`src/logic/gauge_pkg.sv`:
```
// Shared constants and types for the workpiece length gauge
package gauge_pkg;
    localparam int unsigned DATA_W     = 32;
    localparam int unsigned ADDR_W     = 8;
    localparam int unsigned MODE_W     = 3;

    // Register byte addresses
    localparam logic [7:0]  OFS_CTRL   = 8'h00;
    localparam logic [7:0]  OFS_MODE   = 8'h04;
    localparam logic [7:0]  OFS_FILTER = 8'h08;
    localparam logic [7:0]  OFS_STATUS = 8'h0C;
    localparam logic [7:0]  OFS_START  = 8'h10;
    localparam logic [7:0]  OFS_END    = 8'h14;
    localparam logic [7:0]  OFS_COUNT  = 8'h18;

    // Control register fields
    localparam int unsigned CTRL_ARM   = 0;
    localparam int unsigned CTRL_CMP   = 1;
    localparam int unsigned CTRL_SET   = 2;

    // Status register fields
    localparam int unsigned STS_DONE   = 0;
    localparam int unsigned STS_BUSY   = 1;
    localparam int unsigned STS_OUT    = 2;
    localparam int unsigned STS_CFGERR = 3;
    localparam int unsigned STS_BADMOD = 4;

    // Reset values, zero word and last valid mode
    localparam logic [2:0]  CTRL_RST   = 3'h0;
    localparam logic [2:0]  MODE_RST   = 3'h0;
    localparam logic [31:0] FILT_RST   = 32'h0000_0000;
    localparam logic [31:0] ZERO_WORD  = 32'h0000_0000;
    localparam logic [2:0]  MODE_LAST  = 3'h5;

    // Measurement sequencer states
    typedef enum logic [3:0] {
        ST_IDLE  = 4'b0001,
        ST_START = 4'b0010,
        ST_END   = 4'b0100,
        ST_DONE  = 4'b1000
    } state_type;

    // Odd modes count down
    function automatic logic mode_down(input logic [2:0] m);
        return m[0];
    endfunction

    // Modes 4 and 5 measure only the low level
    function automatic logic mode_low_only(input logic [2:0] m);
        return (m == 3'h4) || (m == 3'h5);
    endfunction

    // Modes 2 and 3 measure only the high level
    function automatic logic mode_high_only(input logic [2:0] m);
        return (m == 3'h2) || (m == 3'h3);
    endfunction
endpackage

```
`src/logic/filt_if.sv`:
```
// Link between the sequencer and the latch edge filter
`timescale 1ns/1ps
interface filt_if;
    logic        level;
    logic        step;
    logic        arm;
    logic [31:0] limit;
    logic [31:0] count;
    logic        fire;
    logic        fire_level;
    logic [31:0] fire_value;
    logic        pending;

    modport filt (input level, step, arm, limit, count,
                  output fire, fire_level, fire_value, pending);
    modport ctl  (output level, step, arm, limit, count,
                  input fire, fire_level, fire_value, pending);
endinterface

```
`src/logic/latch_filter.sv`:
```
// Increment-counted glitch filter with counter snapshot on each edge outside a pending filter interval
`timescale 1ns/1ps
module latch_filter
    import gauge_pkg::*;
(
    input  wire logic clk,
    input  wire logic rst,
    filt_if.filt      fi
);
    logic        prev_r;
    logic        arm_d_r;
    logic        pend_r;
    logic        plevel_r;
    logic [31:0] pval_r;
    logic [31:0] inc_r;
    logic        fire_r;
    logic        flevel_r;
    logic [31:0] fvalue_r;
    logic        edge_seen;
    logic        arm_high;
    logic        expire;

    assign edge_seen = fi.arm && arm_d_r && (fi.level != prev_r);
    assign arm_high  = fi.arm && !arm_d_r && fi.level;
    assign expire    = pend_r && (inc_r >= fi.limit) && !edge_seen;

    ////////////////////////////////////////////////////////////////////////
    // Level history and arm edge
    always_ff @(posedge clk) begin
        if (rst) begin
            prev_r  <= 1'b0;
            arm_d_r <= 1'b0;
        end else begin
            prev_r  <= fi.level;
            arm_d_r <= fi.arm;
        end
    end

    // Snapshot, discard and restart of the filter interval
    always_ff @(posedge clk) begin
        if (rst || !fi.arm) begin
            pend_r   <= 1'b0;
            plevel_r <= 1'b0;
            pval_r   <= ZERO_WORD;
            inc_r    <= ZERO_WORD;
        end else if (edge_seen && pend_r) begin
            pend_r   <= 1'b0;                                   // [RULE_10]
        end else if (edge_seen || arm_high) begin
            pend_r   <= 1'b1;                                   // [RULE_11] [RULE_03]
            plevel_r <= fi.level;
            pval_r   <= fi.count;                               // [RULE_09]
            inc_r    <= ZERO_WORD;
        end else if (expire) begin
            pend_r   <= 1'b0;
        end else if (pend_r && fi.step) begin
            inc_r    <= inc_r + 32'h0000_0001;                  // [RULE_15]
        end
    end

    // Registered expiry event
    always_ff @(posedge clk) begin
        if (rst || !fi.arm) begin
            fire_r   <= 1'b0;
            flevel_r <= 1'b0;
            fvalue_r <= ZERO_WORD;
        end else begin
            fire_r   <= expire;
            if (expire) begin
                flevel_r <= plevel_r;
                fvalue_r <= pval_r;                             // [RULE_09]
            end
        end
    end

    assign fi.fire       = fire_r;
    assign fi.fire_level = flevel_r;
    assign fi.fire_value = fvalue_r;
    assign fi.pending    = pend_r;

    ////////////////////////////////////////////////////////////////////////
    // Checks
    chk_glitch_drop: assert property (@(posedge clk) disable iff (rst) // [RULE_10]
        (pend_r && edge_seen) |=> !pend_r && !fire_r)
        else $error("edge inside filter interval did not discard");
    chk_fire_after_limit: assert property (@(posedge clk) disable iff (rst) // [RULE_15]
        fire_r |-> $past(pend_r) && ($past(inc_r) >= $past(fi.limit)))
        else $error("filter fired before interval expired");
    chk_fresh_value: assert property (@(posedge clk) disable iff (rst) // [RULE_11]
        (!pend_r && edge_seen) |=> pend_r && (pval_r == $past(fi.count)))
        else $error("new edge did not buffer counter");
endmodule

```
`src/logic/workpiece_length_gauge.sv`:
```
// Workpiece length gauge: APB registers, counter, latch sync and sequencer
//
// Design decisions made here: the APB slave port and the address map.
`timescale 1ns/1ps

// Behaviour
// [RULE_01] Measurement and the threshold output function are never armed together.
// [RULE_02] In modes 0 and 1 a high level starts and its edge count goes to start capture.
// [RULE_03] A latch input already high at arming buffers the counter at once.
// [RULE_04] In modes 0 and 1 a low level ends and its edge count goes to end capture.
// [RULE_05] Completion of any mode sets the measurement-done flag.
// [RULE_06] In modes 2 and 3 the high level capture ends the measurement at once.
// [RULE_07] In modes 4 and 5 only the low level is captured into end capture.
// [RULE_08] Even modes count up and odd modes count down.
// [RULE_09] The captured value is the counter at the edge, not at filter expiry.
// [RULE_10] A level change inside the filter interval discards the buffered value.
// [RULE_11] The next edge after a discard buffers afresh and restarts the interval.
// [RULE_12] In mode 0 the falling edge value goes to end capture before done is set; here end capture and done are written on the same clock edge.
// [RULE_13] The output is driven by the manual bit or by the threshold function.
// [RULE_14] Host arms by setting the arm bit; nothing starts while it is clear.
// [RULE_15] The filter interval is a 32-bit count of encoder increments.
// [RULE_16] Disarming clears the done flag and all buffering.
// [RULE_17] The latch input passes two flip-flops before edge detection.
module workpiece_length_gauge
    import gauge_pkg::*;
(
    input  wire logic                        clk,
    input  wire logic                        rst,
    input  wire logic                        psel,
    input  wire logic                        penable,
    input  wire logic                        pwrite,
    input  wire logic [gauge_pkg::ADDR_W-1:0] paddr,
    input  wire logic [gauge_pkg::DATA_W-1:0] pwdata,
    output logic      [gauge_pkg::DATA_W-1:0] prdata,
    output logic                             pready,
    output logic                             pslverr,
    input  wire logic                        latch_in,
    input  wire logic                        enc_step,
    input  wire logic                        cmp_level,
    output logic                             out_drive,
    output logic                             meas_done
);
    import gauge_pkg::*;

    logic [2:0]  ctrl_r;
    logic [2:0]  mode_r;
    logic [31:0] filt_r;
    logic [31:0] start_cap_r;
    logic [31:0] end_cap_r;
    logic [31:0] pos_r;
    logic [31:0] prdata_r;
    logic        sync1_r;
    logic        sync2_r;
    logic        done_r;
    logic        out_r;
    logic        arm_eff;
    logic        mode_ok;
    logic        cfg_err;
    logic        acc;
    logic        mapped;
    logic        hi_fire;
    logic        lo_fire;
    logic [31:0] status_w;
    state_type   state_r;
    state_type   state_nxt;

    filt_if fbus ();

    ////////////////////////////////////////////////////////////////////////
    // APB decode; zero wait states, error on unmapped address
    assign acc     = psel && penable;
    assign mapped  = (paddr == OFS_CTRL) || (paddr == OFS_MODE) ||
                     (paddr == OFS_FILTER) || (paddr == OFS_STATUS) ||
                     (paddr == OFS_START) || (paddr == OFS_END) ||
                     (paddr == OFS_COUNT);
    assign pready  = acc;
    assign pslverr = acc && !mapped;
    assign prdata  = prdata_r;

    // Arming is refused while the threshold output function is enabled
    assign cfg_err = ctrl_r[CTRL_ARM] && ctrl_r[CTRL_CMP];
    assign mode_ok = (mode_r <= MODE_LAST);
    assign arm_eff = ctrl_r[CTRL_ARM] && !ctrl_r[CTRL_CMP] && mode_ok; // [RULE_01] [RULE_14]

    // Status word
    always_comb begin
        status_w             = ZERO_WORD;
        status_w[STS_DONE]   = done_r;
        status_w[STS_BUSY]   = (state_r == ST_START) || (state_r == ST_END);
        status_w[STS_OUT]    = out_r;
        status_w[STS_CFGERR] = cfg_err;
        status_w[STS_BADMOD] = ctrl_r[CTRL_ARM] && !mode_ok;
    end

    // Control registers, written at the access edge
    always_ff @(posedge clk) begin
        if (rst) begin
            ctrl_r <= CTRL_RST;
            mode_r <= MODE_RST;
            filt_r <= FILT_RST;
        end else if (acc && pwrite) begin
            case (paddr)
                OFS_CTRL: begin
                    ctrl_r <= pwdata[2:0];
                end
                OFS_MODE: begin
                    mode_r <= pwdata[MODE_W-1:0];
                end
                OFS_FILTER: begin
                    filt_r <= pwdata;                           // [RULE_15]
                end
                default: begin
                    ctrl_r <= ctrl_r;
                end
            endcase
        end
    end

    // Read data captured in the setup cycle
    always_ff @(posedge clk) begin
        if (rst) begin
            prdata_r <= ZERO_WORD;
        end else if (psel && !penable && !pwrite) begin
            case (paddr)
                OFS_CTRL:   prdata_r <= {29'h0, ctrl_r};
                OFS_MODE:   prdata_r <= {29'h0, mode_r};
                OFS_FILTER: prdata_r <= filt_r;
                OFS_STATUS: prdata_r <= status_w;
                OFS_START:  prdata_r <= start_cap_r;
                OFS_END:    prdata_r <= end_cap_r;
                OFS_COUNT:  prdata_r <= pos_r;
                default:    prdata_r <= ZERO_WORD;
            endcase
        end
    end

    ////////////////////////////////////////////////////////////////////////
    // Two-stage synchroniser for the latch pin
    always_ff @(posedge clk) begin
        if (rst) begin
            sync1_r <= 1'b0;
            sync2_r <= 1'b0;
        end else begin
            sync1_r <= latch_in;                                // [RULE_17]
            sync2_r <= sync1_r;
        end
    end

    // Position counter, direction chosen by mode
    always_ff @(posedge clk) begin
        if (rst) begin
            pos_r <= ZERO_WORD;
        end else if (enc_step) begin
            if (mode_down(mode_r)) begin
                pos_r <= pos_r - 32'h0000_0001;                 // [RULE_08]
            end else begin
                pos_r <= pos_r + 32'h0000_0001;                 // [RULE_08]
            end
        end
    end

    // Output selection: threshold function or manual bit
    always_ff @(posedge clk) begin
        if (rst) begin
            out_r <= 1'b0;
        end else begin
            out_r <= ctrl_r[CTRL_CMP] ? cmp_level : ctrl_r[CTRL_SET]; // [RULE_13]
        end
    end

    assign out_drive = out_r;
    assign meas_done = done_r;

    ////////////////////////////////////////////////////////////////////////
    // Edge filter
    assign fbus.level = sync2_r;
    assign fbus.step  = enc_step;
    assign fbus.arm   = arm_eff;
    assign fbus.limit = filt_r;
    assign fbus.count = pos_r;

    latch_filter u_filter (
        .clk (clk),
        .rst (rst),
        .fi  (fbus)
    );

    assign hi_fire = fbus.fire && fbus.fire_level;
    assign lo_fire = fbus.fire && !fbus.fire_level;

    ////////////////////////////////////////////////////////////////////////
    // Measurement sequencer
    always_comb begin
        state_nxt = state_r;
        case (state_r)
            ST_IDLE: begin
                if (arm_eff) begin
                    state_nxt = mode_low_only(mode_r) ? ST_END : ST_START; // [RULE_07]
                end
            end
            ST_START: begin
                if (hi_fire) begin
                    state_nxt = mode_high_only(mode_r) ? ST_DONE : ST_END; // [RULE_06]
                end
            end
            ST_END: begin
                if (lo_fire) begin
                    state_nxt = ST_DONE;                        // [RULE_04]
                end
            end
            ST_DONE: begin
                state_nxt = ST_DONE;
            end
            default: begin
                state_nxt = ST_IDLE;
            end
        endcase
        if (!arm_eff) begin
            state_nxt = ST_IDLE;                                // [RULE_16]
        end
    end

    always_ff @(posedge clk) begin
        if (rst) begin
            state_r <= ST_IDLE;
        end else begin
            state_r <= state_nxt;
        end
    end

    // Capture words take the value buffered at the edge
    always_ff @(posedge clk) begin
        if (rst) begin
            start_cap_r <= ZERO_WORD;
            end_cap_r   <= ZERO_WORD;
        end else if (arm_eff) begin
            if (state_r == ST_START && hi_fire) begin
                start_cap_r <= fbus.fire_value;                 // [RULE_02] [RULE_09]
            end
            if (state_r == ST_END && lo_fire) begin
                end_cap_r <= fbus.fire_value;                   // [RULE_04] [RULE_12]
            end
        end
    end

    // Done flag: set on completion, cleared only by disarm
    always_ff @(posedge clk) begin
        if (rst) begin
            done_r <= 1'b0;
        end else if (state_nxt == ST_DONE) begin
            done_r <= 1'b1;                                     // [RULE_05]
        end else if (!arm_eff) begin
            done_r <= 1'b0;                                     // [RULE_16]
        end
    end

    ////////////////////////////////////////////////////////////////////////
    // Checks
    chk_no_dual_arm: assert property (@(posedge clk) disable iff (rst) // [RULE_01]
        ctrl_r[CTRL_CMP] |=> state_r == ST_IDLE && !done_r)
        else $error("measurement ran with threshold function enabled");
    chk_start_capture: assert property (@(posedge clk) disable iff (rst) // [RULE_02]
        (arm_eff && state_r == ST_START && hi_fire)
        |=> start_cap_r == $past(fbus.fire_value))
        else $error("start capture missed buffered value");
    chk_end_capture: assert property (@(posedge clk) disable iff (rst) // [RULE_12]
        (arm_eff && state_r == ST_END && lo_fire)
        |=> end_cap_r == $past(fbus.fire_value) && done_r)
        else $error("end capture or done flag wrong");
    chk_high_only_end: assert property (@(posedge clk) disable iff (rst) // [RULE_06]
        (arm_eff && state_r == ST_START && hi_fire && mode_high_only(mode_r))
        |=> state_r == ST_DONE && done_r)
        else $error("high-only mode did not finish");
    chk_low_only_start: assert property (@(posedge clk) disable iff (rst) // [RULE_07]
        (state_r == ST_IDLE && arm_eff && mode_low_only(mode_r)) |=> state_r == ST_END)
        else $error("low-only mode did not wait for low level");
    chk_count_down: assert property (@(posedge clk) disable iff (rst) // [RULE_08]
        (enc_step && mode_r[0]) |=> pos_r == $past(pos_r) - 32'h0000_0001)
        else $error("odd mode did not count down");
    chk_disarm_clear: assert property (@(posedge clk) disable iff (rst) // [RULE_16]
        (!arm_eff ##1 !arm_eff) |-> !done_r && state_r == ST_IDLE && !fbus.pending)
        else $error("disarm left state behind");
    chk_sync_depth: assert property (@(posedge clk) disable iff (rst) // [RULE_17]
        $past(rst, 2) == 1'b0 |-> sync2_r == $past(latch_in, 2))
        else $error("latch synchroniser depth wrong");
    chk_done_source: assert property (@(posedge clk) disable iff (rst) // [RULE_05]
        $rose(done_r) |-> $past(fbus.fire))
        else $error("done set without filter expiry");
    chk_output_mux: assert property (@(posedge clk) disable iff (rst) // [RULE_13]
        ##1 out_drive == ($past(ctrl_r[CTRL_CMP]) ? $past(cmp_level)
                                                  : $past(ctrl_r[CTRL_SET])))
        else $error("output source wrong");

    cov_mode0_full: cover property (@(posedge clk) disable iff (rst)
        state_r == ST_END && mode_r == 3'h0 ##[1:1000] done_r);
    cov_glitch: cover property (@(posedge clk) disable iff (rst)
        fbus.pending ##1 !fbus.pending && !fbus.fire);
    cov_low_done: cover property (@(posedge clk) disable iff (rst)
        $rose(done_r) && mode_low_only(mode_r));
endmodule

```
`config.mk`:
```
export PLATFORM = sky130hd
export DESIGN_NAME = workpiece_length_gauge
export DESIGN_NICKNAME = d
export VERILOG_FILES = /design/src/logic/gauge_pkg.sv /design/src/logic/filt_if.sv /design/src/logic/latch_filter.sv /design/src/logic/workpiece_length_gauge.sv
export SDC_FILE = /design/constraint.sdc
export NUM_CORES = 1
export LEC_CHECK = 0
export ABC_CLOCK_PERIOD_IN_PS = 7850
export BUFFER_PORTS_ARGS = -buffer_cell sky130_fd_sc_hd__buf_2
export CAP_MARGIN = 20
export CORE_ASPECT_RATIO = 1.2
export CORE_MARGIN = 2
export CORE_UTILIZATION = 50
export DETAILED_ROUTE_END_ITERATION = 10
export GPL_TIMING_DRIVEN = 0
export PLACE_DENSITY = 0.74
export SLEW_MARGIN = 30
export SYNTH_ARGS = -nofsm -noshare
export SYNTH_HDL_FRONTEND = slang
export SYNTH_SLANG_ARGS = --single-unit
```
`constraint.sdc`:
```
create_clock -name clk -period 7.85 [get_ports clk]
set_clock_uncertainty 0.1 [all_clocks]
set_input_delay 1.1775 -clock clk [delete_from_list [all_inputs] [get_ports clk]]
set_output_delay 1.1775 -clock clk [all_outputs]
set_load 0.01 [all_outputs]
```
==> flow_summary.json, run 1 <==
{
  "worstSetupEndpointType": "output port",
  "firstDrtPassIters": 7,
  "synth_compound_area_share_pct": 18.6,
  "whs_ns": 0.350,
  "clk_pin_slew_ns": 0.06,
  "grt_overflow": 0,
  "synth_edf_count": 0,
  "cts.sinks": 276,
  "hold_buffers": 0,
  "synth-simple-area-share_pct": 20.9,
  "initialDrtViolationCount": 746,
  "io_buffers": 83,
  "grt_pass1_wl_mm": 61.0,
  "synth_ff_type": "dfxtp_1",
  "synth_top_area_share_pct": 41.3,
  "dpl.hpwl_mm": 29.5,
  "track_usage_pct": 26.6,
  "stdcell_area_um2": 15200,
  "final_nets": 1880,
  "fmax_mhz": 239,
  "rrSetupSlack_ns": 4.35,
  "final_max_slew_viol_count": 0,
  "hold_viol_final": 0,
  "h-tree-depth": 1,
  "maxCapViolCount": 0,
  "synth.cell_area_um2": 13400,
  "syn_nets": 1766,
  "grt_pass1_vias": 11845,
  "yosysTopAreaCell": "dfxtp_1",
  "crit_top_cell": "buf_2",
  "worst_slew_pin_slew_ns": 0.875,
  "synth_top_family_by_area": "simple AND/OR/NAND/NOR gates",
  "start_kind": "input pin",
  "p_leak_uw": 0.00556,
  "route.detailed.drc": 0,
  "synthXorXnorAreaFrac_pct": 2.09,
  "critPathSlowestCell": "clkbuf_1",
  "antenna_found_initial": 0,
  "die_h_um": 183,
  "synth.distinct_cells": 65,
  "slew_headroom_pct": 41.6,
  "route.detailed.wl_per_inst_um": 18.0,
  "vdd_drop_max_mv": 0.167,
  "dp_cells": 2073,
  "area_delta_synth_final_pct": 13.4,
  "path_cells": "buf_2 > buf_1 > clkbuf_1 > a31oi_1 > nor2b_1 > buf_2",
  "outcome": "finished, final reports clean",
  "pin_count": 84,
  "postRouteAntennaNets": 0,
  "powerDensity_nw_per_um2": 190,
  "final.min_clock_period_ns": 4.18,
  "synthArstFlopShare_pct": 0,
  "layout-drive-gt1-share_pct": 8.40,
  "yosys.area_share.adder_pct": 6.04,
  "crit_type": "in -> out",
  "placed_cell_area_um2": 14200,
  "setup_viol": 0,
  "rsz0062_at_grt": "no",
  "clk_latency_ns": 0.54,
  "start_util_pct": 50.8,
  "die_w_um": 153,
  "ys_seq_area_share_pct": 41.3,
  "vias": 12115,
  "syn_area_per_cell_um2": 8.09,
  "grt_max_degree": 30,
  "arrival_ns": 2.90,
  "yosysWarnings": 0,
  "path_max_fanout": 10,
  "cpPeakStageDelay_ns": 0.56,
  "clockBufferDepth": 3,
  "gp_congestion": 0.930,
  "hold_path.class": "reg -> reg",
  "fin_cells": 2121,
  "routed_wl_mm": 38.1,
  "dieArea_um2": 28100,
  "ys_ff_latch": 276,
  "num_rows": 65,
  "antenna_cells": 0,
  "fillCellCount": 2429,
  "cts_tree": "built",
  "muxShareOfSynthArea_pct": 6.92,
  "crit_required_ns": 6.57,
  "fin_setup_tns_ns": 0,
  "vias_per_cell": 5.71,
  "cts_root_buf": "clkbuf_16",
  "synth_area_leaders": "dfxtp_1 (41%), nand2_1 (9.0%), a21oi_1 (6.7%), mux2i_1 (6.6%), ha_1 (5.9%)",
  "post_cts_resized": 0,
  "cts_made_buffers": 28,
  "core_um2": 26400,
  "min_period_over_period_pct": 53.2,
  "post-cts-setup-buffer-count": 0,
  "synthesis.instances": 1654
}
## where the power goes
part | leakage, uW | internal (uW) | switching, uW
combinational | 0.00287 | 35.4 | 64.7
clock | 0.000461 | 801 | 561
sequential | 0.00223 | 1410 | 9.59
total | 0.00556 | 2250 | 635
## cells in the mapped netlist (all sizes together), types with 9 or more instances
cell / n
nand2: 321
dfxtp: 276
a21oi: 180
nor2: 171
mux2i: 88
clkbuf: 86
ha: 63
inv: 52
o21ai: 48
a211oi: 40
nand3: 31
a221oi: 28
a21o: 25
nand4: 20
nor3: 20
xor2: 19
nor2b: 17
and3: 14
o31ai: 13
xnor2: 13
nand2b: 10
a31oi: 9
or3: 9
## worst max-delay path, delay by kind of cell
kind / cells / cell delay, ns
buffers and inverters: 4 / 1.30
AO/OA/AOI/OAI: 1 / 0.26
AND/OR/NAND/NOR: 1 / 0.16
## per-layer routing
| metal | vias up | global-route usage, % | wire length [um] |
|---|---|---|---|
| met3 | 101 | 3.07 | 1970 |
| met2 | 371 | 48.8 | 19000 |
| met1 | 5632 | 31.0 | 15400 |
| li1 | 6011 | - | - |
| met5 | - | 0 | 0 |
| met4 | 0 | 12.4 | 1730 |
## kinds of logic after synthesis
kind of cell | after synthesis
multiplexers | 92
AO/OA/AOI/OAI | 398
XOR/XNOR | 32
adder cells (fa/ha/maj) | 64
buffers and inverters | 146
AND/OR/NAND/NOR | 646
flip-flops | 276
## cell usage in the layout, fill, tap and decap left out, types with 4 or more instances in the layout
master       n
o21ai_0     48
mux2_2       4
a221oi_1    28
buf_2       86
clkbuf_1    89
and2_1       7
a21oi_1    180
nor3_1      20
nand3b_1     7
clkbuf_16   29
a21o_1      25
xor2_1      19
o21a_1       4
dfxtp_1    275
ha_1        63
inv_1       52
nand4_1     20
a31o_2       5
a211o_1      7
o22ai_1      6
xnor2_1     13
a211oi_1    39
nand2b_1    10
nor2_1     170
nand2_1    320
and3_1      14
a31oi_1      9
clkbuf_8     7
o211ai_1     6
or3_1        9
buf_1        4
o31ai_1     13
clkinv_2     4
o2111ai_1    5
mux2i_1     88
nand3_1     31
nor2b_1     17
## flip-flops by register name (all words and copies together) (netlist names)
| signal | cells |
|---|---|
| end_cap_r | 32 |
| fbus.count | 32 |
| fbus.limit | 32 |
| prdata | 32 |
| start_cap_r | 32 |
| u_filter.fi.fire_value | 32 |
| u_filter.inc_r | 32 |
| u_filter.pval_r | 32 |
| state_r | 4 |
| ctrl_r | 3 |
| mode_r | 3 |
| fbus.level | 1 |
| meas_done | 1 |
| out_drive | 1 |
| sync1_r | 1 |
| u_filter.arm_d_r | 1 |
| u_filter.fi.fire | 1 |
| u_filter.fi.fire_level | 1 |
| u_filter.fi.pending | 1 |
| u_filter.plevel_r | 1 |
| u_filter.prev_r | 1 |
## metrics by stage
step / setup WS (ns) / total power (uW) / util, %
2_1_floorplan: 4.36 / 1500 / -
3_3_place_gp: 3.55 / 1550 / 54.0
3_5_place_dp: 3.70 / 1550 / 54.1
4_1_cts: 3.71 / 2890 / 57.6
5_1_grt: 3.57 / 2950 / 57.6
6_report: 3.67 / 2880 / 57.6
## area by class of cell
class	count	area, um2	area share [%]
Sequential cell	276	5530	36.4
Tap cell	335	419	2.76
Inverter	52	195	1.29
Clock inverter	8	96.3	0.635
Multi-Input combinational cell	1232	7310	48.1
Buffer	94	365	2.41
Timing Repair Buffer	84	435	2.87
Clock buffer	40	837	5.51
## path summary, 6_finish.rpt
check / startpoint / end / cells past startpoint
worst max-delay path: paddr[3] / pslverr / 6
worst max register to register: mode_r[0]$_SDFFE_PP0P_ / fbus.count[24]$_SDFFE_PP0P_ / 12
worst min-delay path: start_cap_r[1]$_SDFFE_PP0P_ / start_cap_r[1]$_SDFFE_PP0P_ / 2
worst min register to register: start_cap_r[1]$_SDFFE_PP0P_ / start_cap_r[1]$_SDFFE_PP0P_ / 2
Note: power is estimated with default switching activity, not from simulation.
==> inputs of run 2 (changes only) <==
ABC_AREA = 1   (was unset)
ABC_CLOCK_PERIOD_IN_PS = 3520   (was 7850)
PLACE_DENSITY = 0.76   (was 0.74)
clock period = 3.52 ns   (was 7.85 ns; I/O delays follow)
==> run 2 against run 1 <==
Non-clock buffer count increased by 3. Wire length increased by 18%. Area after synthesis increased by 6.4%. Global-route usage increased by 3.4 points. Sequential share of layout area decreased by 2.1 points. Hold slack got worse by 0.24 ns. Combinational power increased to 2.7 times the previous value. Core utilization about the same. Sequential power increased by 120%. Final area increased by 6.3%.
==> flow_summary.json, run 2 <==
{
  "ys_seq_area_share_pct": 38.8,
  "start_kind": "flip-flop",
  "synth_edf_count": 0,
  "slew_headroom_pct": 38.2,
  "gp_congestion": 0.996,
  "die_w_um": 158,
  "fin_setup_tns_ns": 0,
  "path_cells": "inv_1 > fa_1 > inv_1 > nand3_1 > nand2_1 > a21boi_2 > o21ai_0 > a21oi_1 > xor2_1 > nand2_1 > nand2_1 > inv_1",
  "path_buf_inv": 3,
  "route.detailed.wl_per_inst_um": 17.6,
  "vdd_drop_max_mv": 0.286,
  "yosysTopAreaCell": "dfxtp_1",
  "dpl.hpwl_mm": 34.9,
  "dieArea_um2": 29900,
  "grt_overflow": 0,
  "cts.sinks": 276,
  "area_delta_synth_final_pct": 13.3,
  "syn_area_per_cell_um2": 6.94,
  "final.min_clock_period_ns": 3.12,
  "crit_type": "reg -> reg",
  "cpPeakStageDelay_ns": 0.64,
  "outcome": "finished, final reports clean",
  "num_rows": 67,
  "setup_viol": 0,
  "synth_most_common_cell": "nand2_1",
  "antenna_found_initial": 0,
  "synthesis.instances": 2053,
  "final_nets": 2278,
  "hold_path.class": "in -> reg",
  "hold_buffers": 0,
  "synthArstFlopShare_pct": 0,
  "routed_wl_mm": 45.1,
  "critPathSlowestCell": "o21ai_0",
  "start_util_pct": 50.9,
  "clockBufferDepth": 3,
  "cts_root_buf": "clkbuf_16",
  "worstSetupEndpointType": "flip-flop",
  "final_max_slew_viol_count": 0,
  "pin_count": 84,
  "route.detailed.drc": 0,
  "powerDensity_nw_per_um2": 414,
  "path_delay_family": "compound AO/OA/AOI/OAI gates",
  "layout_common_cells": "nand2_1 (374), a21oi_1 (295), dfxtp_1 (275)",
  "grt_pass1_wl_mm": 70.6,
  "cts_tree": "built",
  "clk_latency_ns": 0.57,
  "ys_ff_latch": 276,
  "fmax_mhz": 320,
  "h-tree-depth": 1,
  "final_common_cell": "nand2_1",
  "post-cts-setup-buffer-count": 0,
  "arrival_ns": 3.50,
  "hold_viol_final": 0,
  "synth_top_area_share_pct": 38.8,
  "vias_per_cell": 5.64,
  "core_um2": 28000,
  "initialDrtViolationCount": 1328,
  "track_usage_pct": 30.0,
  "vias": 14467,
  "firstDrtPassIters": 6,
  "synth.cell_area_um2": 14200,
  "syn_nets": 2165,
  "io_buffers": 82,
  "path_max_fanout": 32,
  "layout-drive-gt1-share_pct": 9.10,
  "synth_area_leaders": "dfxtp_1 (39%), a21oi_1 (10%), nand2_1 (9.9%), o21ai_0 (8.9%), inv_1 (7.1%)",
  "clk_pin_slew_ns": 0.07,
  "antenna_cells": 0,
  "grt_max_degree": 33,
  "rsz0062_at_grt": "no",
  "synth_ff_type": "dfxtp_1",
  "maxCapViolCount": 0,
  "crit_required_ns": 3.89,
  "die_h_um": 189,
  "p_leak_uw": 0.00656,
  "postRouteAntennaNets": 0,
  "yosysWarnings": 0,
  "synth.distinct_cells": 45,
  "min_period_over_period_pct": 88.8,
  "worst_slew_pin_slew_ns": 0.919,
  "netlist_top_cells_count": "nand2_1 (374), a21oi_1 (295), dfxtp_1 (276), inv_1 (268), o21ai_0 (252)",
  "final_util_pct": 57.6,
  "cts_made_buffers": 29,
  "grt_pass1_vias": 13814
}
run 2: area by class of cell:
type,count,area [um2]
fillers,2744,11900
multi-input cells,1403,7270
flip-flops and latches,276,5530
inverters,275,1030
clock buffers,38,810
well taps,379,474
plain buffers,99,418
repair buffers,82,410
clock inverters,14,194
run 2: timing repair:
| item | in CTS | in global routing |
|---|---|---|
| resized for setup | 0 | 1 |
| endpoints found under the setup margin | 0 | 4 |
| hold endpoints to repair | 0 | 0 |
run 2: power breakdown:
group | leakage (uW) | internal (uW) | total, uW | switching, uW
registers | 0.00223 | 3150 | 3170 | 18.8
clock network | 0.000488 | 1920 | 3260 | 1340
logic | 0.00384 | 82.6 | 265 | 182
run 2: final timing paths:
kind                                             start  cells past startpoint  slack [ns]                          end
worst max-delay path            mode_r[0]$_SDFFE_PP0P_                     12        0.40  fbus.count[22]$_SDFFE_PP0P_
worst min register to register      sync1_r$_SDFF_PP0_                      2        0.31        fbus.level$_SDFF_PP0_
worst min-delay path                         cmp_level                      3        0.11         out_drive$_SDFF_PP0_
worst max register to register  mode_r[0]$_SDFFE_PP0P_                     12        0.40  fbus.count[22]$_SDFFE_PP0P_
run 2: cell families (layout without fill, tap and decap cells):
kind of cell | after synthesis | count (layout) | synth area share, %
flops | 276 | 276 | 38.8
xor+xnor | 20 | 20 | 1.23
simple gates | 713 | 713 | 21.6
fa+ha+maj | 64 | 64 | 5.67
compound gates | 606 | 606 | 22.5
buf+inv | 374 | 508 | 10.2
run 2: through the flow:
stage / hold slack, ns / power, uW / cells / area [um2] / worst slack (ns)
after CTS: 0.0934 / 6690 / 2566 / 16100 / 0.159
after floorplan: 0.288 / 3390 / 2053 / 14200 / 0.589
after global routing: 0.115 / 6860 / 2566 / 16100 / 0.181
final: 0.111 / 6690 / 2566 / 16100 / 0.395
after global placement: 0.291 / 3490 / 2514 / 15100 / -0.350
after detailed placement: 0.299 / 3500 / 2514 / 15100 / 0.190
run 2: metal layers:
metal	part of all wire (%)	track usage, %	vias to the layer above
met2	50	53.1	512
met4	6.0	17.4	0
met5	0	0	-
met3	5.2	3.50	147
met1	39	34.5	6732
li1	-	-	7076
run 2: worst reg2reg max path: cells and delay by family, from the launching register on:
kind | cells | cell delay, ns
XOR/XNOR | 1 | 0.18
AO/OA/AOI/OAI | 3 | 0.92
buffers and inverters | 3 | 0.33
AND/OR/NAND/NOR | 4 | 0.40
flip-flops | 1 | 0.62
adder cells (fa/ha/maj) | 1 | 0.50
==> inputs of run 3 (changes only) <==
BUFFER_PORTS_ARGS = -buffer_cell sky130_fd_sc_hd__buf_4   (was -buffer_cell sky130_fd_sc_hd__buf_2)
==> run 3 against run 2 <==
Wire length is 2.4% higher. Critical path depth stayed put. Global-route usage up 0.49 points. Combinational power rose by 5%. Clock power decreased by 2%. Power is 0.55% lower. First-iteration DRC count down 9.3%. Sequential share of layout area down 0.43 points. Worst setup slack worse by 0.032 ns.
==> flow_summary.json, run 3 (same netlist as run 2, synthesis figures left out) <==
{
  "outcome": "finished, final reports clean",
  "path_max_fanout": 32,
  "antenna_cells": 0,
  "min_to": "out_drive$_SDFF_PP0_",
  "slew_headroom_pct": 42.4,
  "final_util_pct": 58.4,
  "arrival_ns": 3.51,
  "clockBufferDepth": 3,
  "clk_pin_slew_ns": 0.06,
  "min_period_over_period_pct": 89.7,
  "dieArea_um2": 29900,
  "cts_made_buffers": 29,
  "initialDrtViolationCount": 1204,
  "p_leak_uw": 0.00660,
  "clk_latency_ns": 0.56,
  "final.min_clock_period_ns": 3.16,
  "hold_path.class": "in -> reg",
  "pin_count": 84,
  "route.detailed.drc": 0,
  "area_delta_synth_final_pct": 14.7,
  "die_w_um": 158,
  "post-cts-setup-buffer-count": 0,
  "grt_overflow": 0,
  "dpl.hpwl_mm": 35.6,
  "firstDrtPassIters": 6,
  "gp_congestion": 1.01,
  "holdPathStages": 3,
  "routed_wl_mm": 46.2,
  "start_util_pct": 50.9,
  "cts_tree": "built",
  "worstSetupEndpointType": "flip-flop",
  "io_buffers": 82,
  "crit_type": "reg -> reg",
  "layout-drive-gt1-share_pct": 9.19,
  "grt_pass1_wl_mm": 71.8,
  "rr_startpoint": "mode_r[0]$_SDFFE_PP0P_",
  "vdd_drop_max_mv": 0.321,
  "grt_pass1_vias": 13853,
  "fin_cells": 2567,
  "cts.sinks": 276,
  "vias_per_cell": 5.63,
  "r2r_cells": 12,
  "rrSetupSlack_ns": 0.36,
  "layout_common_cells": "nand2_1 (374), a21oi_1 (295), dfxtp_1 (275)",
  "die_h_um": 189,
  "setup_viol": 0,
  "postRouteAntennaNets": 0,
  "start_kind": "flip-flop",
  "worst_slew_pin_slew_ns": 0.855,
  "track_usage_pct": 30.5,
  "h-tree-depth": 1,
  "core_um2": 28000,
  "grt_max_degree": 33,
  "route.detailed.wl_per_inst_um": 18.0,
  "final_max_slew_viol_count": 0,
  "hold_buffers": 0,
  "min_from": "cmp_level",
  "fillCellCount": 2760,
  "cts_root_buf": "clkbuf_16",
  "antenna_found_initial": 0,
  "maxCapViolCount": 0,
  "hold_viol_final": 0,
  "final_common_cell": "nand2_1",
  "crit_required_ns": 3.87,
  "reg2reg_to": "fbus.count[22]$_SDFFE_PP0P_",
  "vias": 14465,
  "rsz0062_at_grt": "no",
  "num_rows": 67,
  "fmax_mhz": 317,
  "powerDensity_nw_per_um2": 407,
  "dp_cells": 2514,
  "final_nets": 2278
}
-- run 3: changes by cell type in the layout (fill, tap and decap cells not counted) --
cell	delta
clkbuf_1	-1
clkinv_2	+1
buf_4	+82
buf_2	-82
bufinv_16	-1
clkbuf_8	+2
-- run 3: cell type report --
class	instances	area, um2	share of cell area, %
Clock inverter	14	169	1.03
Timing Repair Buffer	82	616	3.77
Sequential cell	276	5530	33.8
Inverter	275	1030	6.32
Tap cell	379	474	2.90
Multi-Input combinational cell	1403	7270	44.5
Clock buffer	39	833	5.10
Buffer	99	418	2.56
-- run 3: layer usage --
layer	global-route usage [%]	routed length, um
met5	0	0
met3	3.36	2470
met2	55.9	23400
met4	14.6	2420
met1	34.8	17900
-- run 3: critical path: stages (launching register included) --
cell,delay [ns]
dfxtp_4,0.61
inv_1,0.21
fa_1,0.49
inv_1,0.07
nand3_1,0.06
nand2_1,0.19
a21boi_2,0.12
o21ai_0,0.60
a21oi_1,0.17
xor2_1,0.25
nand2_1,0.08
nand2_1,0.07
inv_1,0.03
-- run 3: worst max path at each step --
| stage | from | end | slack, ns | cells after the start |
|---|---|---|---|---|
| 5_1_grt | mode_r[0]$_SDFFE_PP0P_ | fbus.count[22]$_SDFFE_PP0P_ | 0.17 | 12 |
| 4_1_cts | mode_r[0]$_SDFFE_PP0P_ | fbus.count[22]$_SDFFE_PP0P_ | 0.09 | 12 |
| 3_5_place_dp | mode_r[0]$_SDFFE_PP0P_ | fbus.count[22]$_SDFFE_PP0P_ | 0.12 | 12 |
| 3_3_place_gp | mode_r[0]$_SDFFE_PP0P_ | fbus.count[22]$_SDFFE_PP0P_ | -0.45 | 12 |
| 6_report | mode_r[0]$_SDFFE_PP0P_ | fbus.count[22]$_SDFFE_PP0P_ | 0.36 | 12 |
| 2_1_floorplan | mode_r[0]$_SDFFE_PP0P_ | fbus.count[18]$_SDFFE_PP0P_ | 0.59 | 12 |
-- run 3: repair_timing --
action / CTS / global route
resized for setup: 0 / 1
endpoints found under the setup margin: 0 / 5
hold endpoints to repair: 0 / 0
-- run 3: metrics by stage --
stage                     setup TNS [ns]  power, uW  hold WS (ns)  setup WS (ns)  cell area, um2
after global placement             -1.94       3500         0.295         -0.449           15300
after global routing                   0       6840         0.119          0.173           16300
after detailed placement               0       3510         0.308          0.122           15300
final                                  0       6650         0.111          0.363           16300
after floorplan                        0       3390         0.288          0.589           14200
after CTS                              0       6670        0.0896         0.0897           16300
-- run 3: power breakdown --
part           switching, uW  total [uW]  internal (uW)
sequential              20.4        3170           3150
combinational            182         279           97.5
clock                   1320        3200           1890
